## config.mk

```make
export PLATFORM = sky130hd
export DESIGN_NAME = rip_ctrl
export DESIGN_NICKNAME = d
export VERILOG_FILES = /design/src/hdl/rip_pkg.sv /design/src/hdl/rip_ctrl.sv /design/src/hdl/rip_sync.sv
export SDC_FILE = /design/constraint.sdc
export NUM_CORES = 1
export LEC_CHECK = 0
export BUFFER_PORTS_ARGS = -buffer_cell sky130_fd_sc_hd__buf_2
export CORE_MARGIN = 2
export CORE_UTILIZATION = 45
export DETAILED_ROUTE_END_ITERATION = 10
export PLACE_DENSITY = 0.8
export SETUP_SLACK_MARGIN = 0.3
export SKIP_LAST_GASP = 1
export SYNTH_ARGS = -nofsm -noshare
export SYNTH_HDL_FRONTEND = slang
export SYNTH_SLANG_ARGS = --single-unit
```

## constraint.sdc

```tcl
create_clock -name ref_clk_i -period 1.9 [get_ports ref_clk_i]
set_clock_uncertainty 0.05 [all_clocks]
set_input_delay 0.38 -clock ref_clk_i [delete_from_list [all_inputs] [get_ports ref_clk_i]]
set_output_delay 0.38 -clock ref_clk_i [all_outputs]
set_load 0.02 [all_outputs]
```

## src/hdl/rip_pkg.sv

```systemverilog
// shared constants and types for the reset, idle and power-down controller
package rip_pkg;
  // ----------------------------------------------------------------
  // timing
  // ----------------------------------------------------------------
  localparam int unsigned CLK_PERIOD_NS = 40;
  localparam int unsigned MC_OSC_CLKS = 12;
  localparam int unsigned RST_MIN_MC = 2;
  localparam int unsigned RST_MIN_CLKS = RST_MIN_MC * MC_OSC_CLKS;
  localparam int unsigned MC_CNT_W = 4;
  localparam logic [MC_CNT_W-1:0] MC_LAST = MC_CNT_W'(MC_OSC_CLKS - 1);

  // ----------------------------------------------------------------
  // register map
  // ----------------------------------------------------------------
  localparam int unsigned ADDR_W = 4;
  localparam logic [ADDR_W-1:0] OFS_POWER_CONTROL_REG = 4'h0;
  localparam logic [ADDR_W-1:0] OFS_CTRL = 4'h4;
  localparam logic [ADDR_W-1:0] OFS_STAT = 4'h8;

  localparam int unsigned POWER_CONTROL_REG_IDLE_BIT = 0;
  localparam int unsigned POWER_CONTROL_REG_PD_BIT = 1;
  localparam int unsigned POWER_CONTROL_REG_UF0_BIT = 2;
  localparam int unsigned POWER_CONTROL_REG_UF1_BIT = 3;
  localparam int unsigned CTRL_ADC_IDLE_BIT = 0;
  localparam int unsigned CTRL_X2_BIT = 1;

  localparam logic [1:0] UFLAG_RST = 2'h0;
  localparam logic [1:0] CTRL_RST = 2'h0;
  localparam logic [15:0] RESET_VECTOR = 16'h0000;

  localparam logic [1:0] RESP_OKAY = 2'h0;
  localparam logic [1:0] RESP_SLVERR = 2'h2;

  // ----------------------------------------------------------------
  // controller states
  // ----------------------------------------------------------------
  typedef enum logic [2:0] {
    RIP_RUN  = 3'b000,
    RIP_IDLE = 3'b001,
    RIP_PDN  = 3'b010,
    RIP_WAKE = 3'b011,
    RIP_PINX = 3'b100,
    RIP_RSEQ = 3'b101
  } rip_state_t;
endpackage

```

## src/hdl/rip_ctrl.sv

```systemverilog
// reset, idle and power-down controller with axi4-lite registers
//
// Behaviour
// - idle stops cpu clock, peripherals run
// - idle keeps pc, psw, sfrs, ram
// - writing idle bit enters idle
// - idle-setting write is last executed
// - both bits set gives power-down only
// - enabled interrupt clears idle, restarts cpu
// - after isr, resume after idling instruction
// - user flags survive idle
// - reset pin clears idle bit asynchronously
// - pin exit runs briefly, then vectors 0000h
// - ram blocked, ports open before reset
// - converter completion ends converter idle
// - power-down stops oscillator and clocks
// - power-down keeps sfrs and ram
// - writing power-down bit enters power-down
// - power-down bit 1, cleared by reset
// - idle bit 0, cleared by interrupt/reset
// - level ext irq wakes, resumes on release
// - reset pin clears power-down asynchronously
//
// The register addresses and register access over AXI4-Lite were decided locally.
`timescale 1ns/1ns
module rip_ctrl (
  // clock and reset
  input wire logic ref_clk_i,
  input wire logic rst_i,
  // axi4-lite write
  input wire logic [rip_pkg::ADDR_W-1:0] s_axi_awaddr_i,
  input wire logic s_axi_awvalid_i,
  output logic s_axi_awready_o,
  input wire logic [31:0] s_axi_wdata_i,
  input wire logic [3:0] s_axi_wstrb_i,
  input wire logic s_axi_wvalid_i,
  output logic s_axi_wready_o,
  output logic [1:0] s_axi_bresp_o,
  output logic s_axi_bvalid_o,
  input wire logic s_axi_bready_i,
  // axi4-lite read
  input wire logic [rip_pkg::ADDR_W-1:0] s_axi_araddr_i,
  input wire logic s_axi_arvalid_i,
  output logic s_axi_arready_o,
  output logic [31:0] s_axi_rdata_o,
  output logic [1:0] s_axi_rresp_o,
  output logic s_axi_rvalid_o,
  input wire logic s_axi_rready_i,
  // pins
  input wire logic rst_pin_i,
  input wire logic ext_irq_zero_n_i,
  input wire logic ext_irq_one_n_i,
  // interrupt logic and converter
  input wire logic irq_req_i,
  input wire logic [1:0] ext_irq_en_i,
  input wire logic adc_done_i,
  // clock and reset control
  output logic cpu_clk_en_o,
  output logic periph_clk_en_o,
  output logic osc_en_o,
  output logic double_speed_mode_o,
  output logic ram_block_o,
  output logic int_reset_o,
  output logic pc_load_o,
  output logic [15:0] pc_vector_o
);
  import rip_pkg::*;

  // ----------------------------------------------------------------
  // declarations
  // ----------------------------------------------------------------
  rip_state_t state;
  rip_state_t next_state;
  logic pin_s;
  logic [1:0] irq_n_s;
  logic [MC_CNT_W-1:0] mc_cnt;
  logic tick;
  logic [1:0] samp;
  logic rst_seen;
  logic power_control_reg_clr;
  logic idle_request_bit;
  logic powerdown_request_bit;
  logic user_flag_zero;
  logic user_flag_one;
  logic adc_idle_mode;
  logic wake_hw;
  logic [1:0] ctrl;
  logic aw_got;
  logic w_got;
  logic [ADDR_W-1:0] aw_addr;
  logic [31:0] w_data;
  logic [3:0] w_strb;
  logic wr_do;
  logic power_control_reg_wr;
  logic idle_wake;
  logic pd_wake;
  logic pd_release;
  logic [31:0] rd_word;
  logic rd_ok;
  logic pinx_old;

  // ----------------------------------------------------------------
  // pin synchronisers
  // ----------------------------------------------------------------
  rip_sync #(.W(3), .INIT(3'h3)) u_sync (
    .ref_clk_i(ref_clk_i),
    .rst_i(rst_i),
    .d_i({rst_pin_i, ext_irq_one_n_i, ext_irq_zero_n_i}),
    .q_o({pin_s, irq_n_s})
  );

  // ----------------------------------------------------------------
  // machine cycle and reset pin sampling
  // ----------------------------------------------------------------
  assign tick = (mc_cnt == MC_LAST);

  always_ff @(posedge ref_clk_i or posedge rst_i)
  begin
    if (rst_i)
      mc_cnt <= '0;
    else if (tick)
      mc_cnt <= '0;
    else
      mc_cnt <= mc_cnt + 1'b1;
  end

  // one sample per machine cycle, so a pulse of the minimum width is seen twice
  always_ff @(posedge ref_clk_i or posedge rst_i)
  begin
    if (rst_i)
      samp <= 2'h0;
    else if (tick)
      samp <= {samp[0], pin_s};
  end

  assign rst_seen = (samp == 2'b11);

  // ----------------------------------------------------------------
  // axi4-lite write channel
  // ----------------------------------------------------------------
  assign s_axi_awready_o = !aw_got && !s_axi_bvalid_o;
  assign s_axi_wready_o = !w_got && !s_axi_bvalid_o;
  assign wr_do = aw_got && w_got && !s_axi_bvalid_o;
  assign power_control_reg_wr = wr_do && (aw_addr == OFS_POWER_CONTROL_REG) && w_strb[0];

  always_ff @(posedge ref_clk_i or posedge rst_i)
  begin
    if (rst_i)
    begin
      aw_got <= 1'b0;
      w_got <= 1'b0;
      aw_addr <= '0;
      w_data <= 32'h0000_0000;
      w_strb <= 4'h0;
      s_axi_bvalid_o <= 1'b0;
      s_axi_bresp_o <= RESP_OKAY;
    end
    else
    begin
      if (s_axi_awvalid_i && s_axi_awready_o)
      begin
        aw_got <= 1'b1;
        aw_addr <= s_axi_awaddr_i;
      end
      if (s_axi_wvalid_i && s_axi_wready_o)
      begin
        w_got <= 1'b1;
        w_data <= s_axi_wdata_i;
        w_strb <= s_axi_wstrb_i;
      end
      if (wr_do)
      begin
        aw_got <= 1'b0;
        w_got <= 1'b0;
        s_axi_bvalid_o <= 1'b1;
        if (aw_addr == OFS_POWER_CONTROL_REG || aw_addr == OFS_CTRL)
          s_axi_bresp_o <= RESP_OKAY;
        else
          s_axi_bresp_o <= RESP_SLVERR;
      end
      else if (s_axi_bready_i)
        s_axi_bvalid_o <= 1'b0;
    end
  end

  // ----------------------------------------------------------------
  // power control register: request bits
  // ----------------------------------------------------------------
  // the reset pin clears both request bits without the clock
  assign power_control_reg_clr = rst_i || rst_pin_i;
  assign idle_wake = irq_req_i || (adc_idle_mode && adc_done_i);
  assign pd_wake = |(ext_irq_en_i & ~irq_n_s);
  assign pd_release = !(|(ext_irq_en_i & ~irq_n_s));

  always_ff @(posedge ref_clk_i or posedge power_control_reg_clr)
  begin
    if (power_control_reg_clr)
    begin
      idle_request_bit <= 1'b0;
      powerdown_request_bit <= 1'b0;
      adc_idle_mode <= 1'b0;
      wake_hw <= 1'b0;
    end
    else if (state == RIP_RSEQ)
    begin
      idle_request_bit <= 1'b0;
      powerdown_request_bit <= 1'b0;
      adc_idle_mode <= 1'b0;
      wake_hw <= 1'b0;
    end
    else if (power_control_reg_wr)
    begin
      // power-down wins; idle is not remembered for after the wake
      powerdown_request_bit <= w_data[POWER_CONTROL_REG_PD_BIT];
      idle_request_bit <= w_data[POWER_CONTROL_REG_IDLE_BIT] && !w_data[POWER_CONTROL_REG_PD_BIT];
      adc_idle_mode <= ctrl[CTRL_ADC_IDLE_BIT];
      wake_hw <= 1'b0;
    end
    else
    begin
      if (idle_request_bit && idle_wake)
      begin
        idle_request_bit <= 1'b0;
        wake_hw <= 1'b1;
      end
      if (powerdown_request_bit && pd_wake)
      begin
        powerdown_request_bit <= 1'b0;
        wake_hw <= 1'b1;
      end
    end
  end

  // ----------------------------------------------------------------
  // power control register: user flags and control register
  // ----------------------------------------------------------------
  // flags change only on software writes, rst_i or internal reset, never on idle
  always_ff @(posedge ref_clk_i or posedge rst_i)
  begin
    if (rst_i)
    begin
      {user_flag_one, user_flag_zero} <= UFLAG_RST;
      ctrl <= CTRL_RST;
    end
    else if (state == RIP_RSEQ)
    begin
      {user_flag_one, user_flag_zero} <= UFLAG_RST;
      ctrl <= CTRL_RST;
    end
    else if (wr_do && w_strb[0])
    begin
      if (aw_addr == OFS_POWER_CONTROL_REG)
      begin
        user_flag_zero <= w_data[POWER_CONTROL_REG_UF0_BIT];
        user_flag_one <= w_data[POWER_CONTROL_REG_UF1_BIT];
      end
      if (aw_addr == OFS_CTRL)
      begin
        ctrl[CTRL_ADC_IDLE_BIT] <= w_data[CTRL_ADC_IDLE_BIT];
        ctrl[CTRL_X2_BIT] <= w_data[CTRL_X2_BIT];
      end
    end
  end

  // ----------------------------------------------------------------
  // axi4-lite read channel
  // ----------------------------------------------------------------
  assign s_axi_arready_o = !s_axi_rvalid_o;

  always_comb
  begin
    rd_word = 32'h0000_0000;
    rd_ok = 1'b1;
    unique case (s_axi_araddr_i)
      OFS_POWER_CONTROL_REG:
      begin
        rd_word[POWER_CONTROL_REG_IDLE_BIT] = idle_request_bit;
        rd_word[POWER_CONTROL_REG_PD_BIT] = powerdown_request_bit;
        rd_word[POWER_CONTROL_REG_UF0_BIT] = user_flag_zero;
        rd_word[POWER_CONTROL_REG_UF1_BIT] = user_flag_one;
      end
      OFS_CTRL:
        rd_word[1:0] = ctrl;
      OFS_STAT:
        rd_word[4:0] = {int_reset_o, pin_s, state};
      default:
        rd_ok = 1'b0;
    endcase
  end

  always_ff @(posedge ref_clk_i or posedge rst_i)
  begin
    if (rst_i)
    begin
      s_axi_rvalid_o <= 1'b0;
      s_axi_rdata_o <= 32'h0000_0000;
      s_axi_rresp_o <= RESP_OKAY;
    end
    else if (s_axi_arvalid_i && s_axi_arready_o)
    begin
      s_axi_rvalid_o <= 1'b1;
      s_axi_rdata_o <= rd_word;
      s_axi_rresp_o <= rd_ok ? RESP_OKAY : RESP_SLVERR;
    end
    else if (s_axi_rready_i)
      s_axi_rvalid_o <= 1'b0;
  end

  // ----------------------------------------------------------------
  // mode sequencer
  // ----------------------------------------------------------------
  always_comb
  begin
    next_state = state;
    unique case (state)
      RIP_RUN:
        if (rst_seen)
          next_state = RIP_RSEQ;
        else if (powerdown_request_bit)
          next_state = RIP_PDN;
        else if (idle_request_bit)
          next_state = RIP_IDLE;
      RIP_IDLE:
        if (rst_seen)
          next_state = RIP_RSEQ;
        else if (!idle_request_bit)
          next_state = wake_hw ? RIP_RUN : RIP_PINX;
      RIP_PDN:
        if (rst_seen)
          next_state = RIP_RSEQ;
        else if (!powerdown_request_bit)
          next_state = wake_hw ? RIP_WAKE : RIP_PINX;
      RIP_WAKE:
        if (rst_seen)
          next_state = RIP_RSEQ;
        else if (pd_release)
          next_state = RIP_RUN;
      RIP_PINX:
        if (rst_seen)
          next_state = RIP_RSEQ;
        else if (tick && samp == 2'b00 && !pin_s && pinx_old)
          next_state = RIP_RUN;
      RIP_RSEQ:
        if (samp == 2'b00)
          next_state = RIP_RUN;
      default:
        next_state = RIP_RSEQ;
    endcase
  end

  always_ff @(posedge ref_clk_i or posedge rst_i)
  begin
    if (rst_i)
      state <= RIP_RUN;
    else
      state <= next_state;
  end

  // the synchronised pin lags pin-exit entry; stale low samples must not end it
  always_ff @(posedge ref_clk_i or posedge rst_i)
  begin
    if (rst_i)
      pinx_old <= 1'b0;
    else
      pinx_old <= (state == RIP_PINX);
  end

  // vector load on leaving the internal reset
  always_ff @(posedge ref_clk_i or posedge rst_i)
  begin
    if (rst_i)
    begin
      pc_load_o <= 1'b0;
      pc_vector_o <= RESET_VECTOR;
    end
    else
    begin
      pc_load_o <= (state == RIP_RSEQ) && (next_state == RIP_RUN);
      pc_vector_o <= RESET_VECTOR;
    end
  end

  // ----------------------------------------------------------------
  // clock, reset and access control outputs
  // ----------------------------------------------------------------
  // cpu clock stops the cycle after the request write, freezing pc and psw
  // after an irq wake from power-down the cpu stays stopped until the pin is released
  assign cpu_clk_en_o = !idle_request_bit && !powerdown_request_bit
    && (state != RIP_WAKE) && !(state == RIP_PDN && wake_hw);
  assign periph_clk_en_o = !powerdown_request_bit;
  assign osc_en_o = !powerdown_request_bit;
  assign double_speed_mode_o = ctrl[CTRL_X2_BIT];
  assign ram_block_o = (state == RIP_PINX);
  assign int_reset_o = (state == RIP_RSEQ);
endmodule

```

## src/hdl/rip_sync.sv

```systemverilog
// two-flop synchroniser for pin inputs
`timescale 1ns/1ns
module rip_sync #(
  parameter int unsigned W = 1,
  parameter logic [W-1:0] INIT = '0
) (
  // clock and reset
  input wire logic ref_clk_i,
  input wire logic rst_i,
  // data
  input wire logic [W-1:0] d_i,
  output logic [W-1:0] q_o
);
  logic [W-1:0] meta;

  always_ff @(posedge ref_clk_i or posedge rst_i)
  begin
    if (rst_i)
    begin
      meta <= INIT;
      q_o <= INIT;
    end
    else
    begin
      meta <= d_i;
      q_o <= meta;
    end
  end
endmodule
```

==> flow_summary.yaml, run 1 <==
logic_synthesis:
  netlist_top_cells_count: "buf_4, dfrtp_1, nor2_1, nand2_1"
  syn_avg_cell_area_um2: 10.68
  synth_enable_flop_cells: 0
  yosysWarnings: 0
  synth_area_leaders: "dfrtp_1, buf_4, mux2_2"
  synth-seq-cells: 45
  syn-instance-count: 216
  yosysUniqueCellTypes: 41
  synth_top_area_share: 0.4449
  synth_top_area_cell: "dfrtp_1"
  synth_area_um2: 2306
  ys.flop_type: "dfrtp_1"
  yosysMostFrequentCell: "buf_4"
  seq_area_frac_synth: 0.4905
  synthArstFlopShare: 1.000
sta:
  rsz0062_at_grt: "yes"
  setup-tns-final_ps: 0
  finalWorstSetupSlack_ps: 195.1
  tightest_slew_ps: 509.9
  whs_ps: 7.129
  min_period_ps: 1705
  finalSetupViolations: 0
  timing.final.crit_share: 0.8973
  fmax_mhz: 586.5
  relSlewSlack: 0.6601
  final_max_slew_viol_count: 0
  hold_viol_final: 0
floorplan:
  placementRows: 26
  die_h_um: 75.59
  io_pins: 122
  die_area_um2: 5713
  die_x_um: 75.59
  start_util: 0.4603
  core_um2: 5010
clocking:
  cts_buffer_depth: 2
  cts_made_buffers: 5
  cts-htree-levels: 2
  cts_tree: "built"
  clock_latency_ps: 300
  clock-root-buffer: "clkbuf_8"
  clock_sinks: 45
  clk_pin_slew_ps: 80
global_route:
  antenna_found_initial: 0
  grt_pass1_wl_um: 6203
  overflow: 0
  grt_max_degree: 42
  grt_usage: 0.1459
  grt_pass1_vias: 1433
worst_setup_path:
  cp.arrival_ps: 1270
  cp-end-kind: "primary output"
  r2r-start: "state[1]"
  r2r_slack_ps: 360
  crit_type: "flop to primary output"
  r2r_cells: 6
  reg2reg_to: "powerdown_request_bit"
  worst_setup_path_start_kind: "flop"
  critPathRequiredTime_ps: 1470
  cp_max_fo: 4
route:
  drt_first_pass_iters: 4
  wl_per_cell_um: 11.08
  drt_drc_violations_left: 0
  postRouteAntennaNets: 0
  drt_iter0_markers: 66
  num_vias: 1532
  vias_per_cell: 4.480
  wl_um: 3791
layout:
  layout-drive-gt1-share: 0.3419
  final_nets: 330
  ff_latch_area_um2: 1135
  nFillCells: 455
  multi_input_area_um2: 944.7
  antenna_cells: 0
  area_growth_pct: 15.90
placement:
  place_worst_setup_slack_ps: 303.2
  place.gp.congestion: 0.7667
  port_buffers: 45
  dpl.hpwl_um: 2801
power_and_ir_drop:
  powerDensity_nw_per_um2: 1084
  leakagePower_nw: 1.359
  irDropWorstVdd_mv: 0.8782
worst_hold_path:
  hold_class: "primary input to asynchronous set/reset pin"
outcome:
  status: "finished clean"
run:
  drv_cap: 0
==> how the worst max path moves through the flow <==
stage                     slack, ps  cells past startpoint                    end      startpoint
after CTS                       150                      4           cpu_clk_en_o        state[1]
after floorplan                 340                      2            ram_block_o        state[0]
after detailed placement        300                      4  powerdown_request_bit  s_axi_bvalid_o
final                           200                      3            int_reset_o        state[1]
after global routing            150                      4           cpu_clk_en_o        state[1]
after global placement          330                      4  powerdown_request_bit  s_axi_bvalid_o
==> critical path, cell delays in order, from the launching register on <==
cell and delay (ps):
dfrtp_2 420, buf_4 160, and3b_2 280, buf_6 130
==> layout by cell type (no fill, tap or decap), drive strengths merged, types with 2 or more instances in the layout <==
cell type,n
a21o,2
dfrtp,41
buf,57
dfstp,4
clkbuf,5
nor3b,4
nor3,3
bufinv,2
o31ai,4
a21oi,9
inv,11
nand2,12
o22ai,2
mux2,11
a22o,2
nor2b,3
nor2,17
a22oi,2
conb,45
o21ai,6
o21bai,2
and3b,2
mux2i,9
==> cell type report <==
type / instances / area share
Inverter: 11 / 0.01545
Multi-Input combinational cell: 151 / 0.3535
Timing Repair Buffer: 57 / 0.1236
Tap cell: 70 / 0.03277
Sequential cell: 45 / 0.4246
Clock inverter: 3 / 0.02434
Clock buffer: 5 / 0.02575
==> stage by stage <==
step	std cells	power, mW	util	area [um^2]
finish	342	2.897	0.5335	2673
detailed placement	326	2.025	0.4878	2444
floorplan	260	1.919	-	2484
global route	342	3.068	0.5335	2673
global placement	326	2.000	0.4878	2444
CTS	340	2.902	0.5265	2638
==> flip-flops by register name, indices dropped and copies added (netlist names), 2 cells and up <==
register and count:
samp 2, state 3, u_sync.meta 3, w_data 4, u_sync.q_o 3, mc_cnt 4, s_axi_rdata_o 5, aw_addr 4
ctrl 2
==> power by group <==
group          internal [mW]  total (mW)  leakage (nW)  switching [mW]
Combinational          0.338       0.760         0.739           0.422
Clock                  0.522       0.840        0.0681           0.318
Sequential              1.14        1.30         0.552           0.157
Total                   2.00        2.90          1.36           0.897
==> logic make-up after synthesis <==
family	after synthesis	synth area share
mux	20	0.09279
buf+inv	64	0.1839
other cells	1	0.001626
compound gates	35	0.1025
xor+xnor	1	0.003799
fa+ha+maj	1	0.005425
flops	45	0.4905
simple gates	49	0.1194
==> routing by layer <==
metal / vias to the layer above / routed length [um] / global-route usage
met5: - / 0 / 0
met4: 0 / 81 / 0.07212
met3: 8 / 274 / 0.03307
met2: 58 / 1812 / 0.2406
met1: 725 / 1623 / 0.1810
li1: 741 / - / -
==> what timing repair did <==
action | CTS | global route
hold buffers | 0 | 0
pin swaps | 0 | 1
setup endpoints to repair | 4 | 3
setup buffers | 6 | 2
resized for setup | 8 | 5
Power figures use the tool's default switching activity.
==> inputs of run 2 (changes only) <==
--- a/config.mk
+++ b/config.mk
@@ -14,4 +14,5 @@
 export SKIP_LAST_GASP = 1
 export SYNTH_ARGS = -nofsm -noshare
 export SYNTH_HDL_FRONTEND = slang
+export SYNTH_HIERARCHICAL = 1
 export SYNTH_SLANG_ARGS = --single-unit
==> run 2 against run 1 <==
Clock-buffer cell count up 2. Critical path depth up 2. Critical path type is now flop to flop. Sequential cell count unchanged. Synthesized cell count up 0.93%. Maximum frequency down 1.1%. Largest power group unchanged. Area after synthesis down 0.33%.
==> flow_summary.yaml, run 2 <==
floorplan:
  io_pins: 122
  die_x_um: 75.47
  placementRows: 26
  die_h_um: 75.47
  start_util: 0.4588
  core_um2: 5010
  die_area_um2: 5696
power_and_ir_drop:
  sw_frac_of_total: 0.3514
  pwr-share-clk: 0.210
  powerDensity_nw_per_um2: 1060
  p_int_mw: 1.801
  total_power_mw: 2.777
  p_comb_frac: 0.311
  pwr-share-seq: 0.479
  p_sw_mw: 0.9758
  irDropWorstVdd_mv: 0.7141
  leakagePower_nw: 1.292
logic_synthesis:
  synth_area_um2: 2298
  yosysWarnings: 6
  syn-instance-count: 218
  yosysMostFrequentCell: "buf_4"
  ys.flop_type: "dfrtp_1"
  synth_enable_flop_cells: 0
  syn_avg_cell_area_um2: 10.54
  seq_area_frac_synth: 0.4921
  synth-seq-cells: 45
  yosysUniqueCellTypes: 45
  synth_area_leaders: "dfrtp_1, buf_4, mux2_2"
  synth_top_area_share: 0.4464
  netlist_top_cells_count: "buf_4, dfrtp_1, nand2_1, mux2_2, nor2_1"
  synth_top_area_cell: "dfrtp_1"
  synthArstFlopShare: 1.000
sta:
  finalWorstSetupSlack_ps: 175.3
  fmax_mhz: 579.8
  hold_viol_final: 0
  final_max_slew_viol_count: 0
  finalSetupViolations: 0
  setup-tns-final_ps: 0
  rsz0062_at_grt: "yes"
  min_period_ps: 1725
  timing.final.crit_share: 0.9078
worst_setup_path:
  r2r-start: "state[0]"
  cp.arrival_ps: 1850
  crit_path_start: "state[0]"
  worst_setup_path_start_kind: "flop"
  cpLargestDelayFamily: "simple AND/OR/NAND/NOR gates"
  cp_num_buf_inv: 2
  crit_path_max_incr_delay_ps: 480
  crit_type: "flop to flop"
  cp-end-kind: "flop"
  crit_path_top_delay_cell: "or4b_4"
  cp_max_fo: 6
  crit_chain: "clkbuf_2, buf_4, or4b_4, o41ai_2, a31oi_1"
  critPathRequiredTime_ps: 2030
layout:
  largest_reg_flops: 5
  regMostFlops: "s_axi_rdata_o"
  area_growth_pct: 13.99
  final_cell_mix: "conb_1, buf_2, dfrtp_1, nand2_1"
  final_nets: 334
  layout_commonest_cell: "conb_1"
  antenna_cells: 0
  ff_latch_area_um2: 1135
  multi_input_area_um2: 959.7
  nFillCells: 476
  final_area_um2: 2620
  final_cell_count_no_fill: 346
  layout-drive-gt1-share: 0.3297
placement:
  dp.cells: 327
  place.gp.congestion: 0.7489
  port_buffers: 45
  detailed_place.area_um2: 2421
  dpl.hpwl_um: 3004
  place_worst_setup_slack_ps: 358.2
clocking:
  cts_tree: "built"
  cts_buffer_depth: 2
  clk_pin_slew_ps: 80
  clock_sinks: 45
  cts-htree-levels: 2
  clock_latency_ps: 300
  cts_made_buffers: 5
  clock-root-buffer: "clkbuf_8"
route:
  wl_um: 4114
  wl_per_cell_um: 11.89
  num_vias: 1578
  drt_iter0_markers: 41
  drt_drc_violations_left: 0
  drt_first_pass_iters: 4
  vias_per_cell: 4.561
  postRouteAntennaNets: 0
worst_hold_path:
  hold_class: "primary input to asynchronous set/reset pin"
run:
  drv_cap: 0
global_route:
  overflow: 0
  grt_pass1_wl_um: 6699
  antenna_found_initial: 0
  grt_usage: 0.1588
  grt_max_degree: 36
  grt_pass1_vias: 1437
outcome:
  status: "finished clean"
-- run 2: cell count changes in the layout (fill, tap and decap cells not counted), sizes merged, moves of 3 or more --
| cell | previous run | this run |
|---|---|---|
| clkbuf | 5 | 8 |
| nor3 | 3 | 6 |
| inv | 11 | 6 |
| nand2 | 12 | 17 |
| nand3 | 1 | 4 |
| nor3b | 4 | 1 |
| nand2b | 1 | 5 |
| nor2 | 17 | 12 |
-- run 2: power by group through the flow --
stage	logic, mW	clock network (mW)	registers (mW)
after global placement	0.745	0	1.34
final	0.864	0.584	1.33
after CTS	0.849	0.604	1.32
after detailed placement	0.769	0	1.35
after global routing	0.948	0.640	1.36
after floorplan	0.629	0	1.34
-- run 2: per-layer routing --
metal | global-route usage | up-vias | part of all wire
met4 | 0.07018 | 0 | 0.018
li1 | - | 769 | -
met1 | 0.1990 | 747 | 0.43
met5 | 0 | - | 0
met3 | 0.05026 | 8 | 0.069
met2 | 0.2531 | 54 | 0.48
-- run 2: kinds of logic (layout without fill, tap and decap cells) --
| kind of cell | count (synthesis) | after routing | synth area share |
|---|---|---|---|
| AO/OA/AOI/OAI | 31 | 31 | 0.08873 |
| XOR/XNOR | 1 | 1 | 0.003811 |
| buffers and inverters | 58 | 72 | 0.1753 |
| other | 1 | 45 | 0.001632 |
| adder cells (fa/ha/maj) | 1 | 1 | 0.005443 |
| flip-flops | 45 | 45 | 0.4921 |
| multiplexers | 19 | 19 | 0.08928 |
| AND/OR/NAND/NOR | 62 | 62 | 0.1437 |
-- run 2: cell type report --
type | instances | share of cell area
multi-input cells | 159 | 0.3663
repair buffers | 58 | 0.1266
clock inverters | 1 | 0.002865
inverters | 6 | 0.008596
flip-flops and latches | 45 | 0.4331
clock buffers | 7 | 0.02913
well taps | 70 | 0.03343
-- run 2: repair_timing --
| item | 4_1_cts | 5_1_grt |
|---|---|---|
| gates resized for setup | 8 | 4 |
| buffers inserted | 6 | 4 |
| setup endpoints to repair | 3 | 9 |
| endpoints found under the hold margin | 2 | 0 |
| pin swaps | 1 | 2 |
| hold buffers | 1 | 0 |
-- run 2: path summary, 6_finish.rpt --
check | end | slack (ps) | cells after the start
worst max-delay path | state[2] | 180 | 5
worst min-delay path | idle_request_bit | 20 | 2
worst max register to register | state[2] | 180 | 5
worst min register to register | u_sync/q_o[2] | 300 | 0
max in group asynchronous | state[0] | 790 | 4
min in group ref_clk_i | u_sync/meta[0] | 120 | 1
-- run 2: through the flow --
stage | util | hold slack, ps
2_1_floorplan | - | 118.1
4_1_cts | 0.5142 | 16.45
3_5_place_dp | 0.4833 | 266.9
6_report | 0.5230 | 20.23
5_1_grt | 0.5230 | 39.94
3_3_place_gp | 0.4833 | 260.2
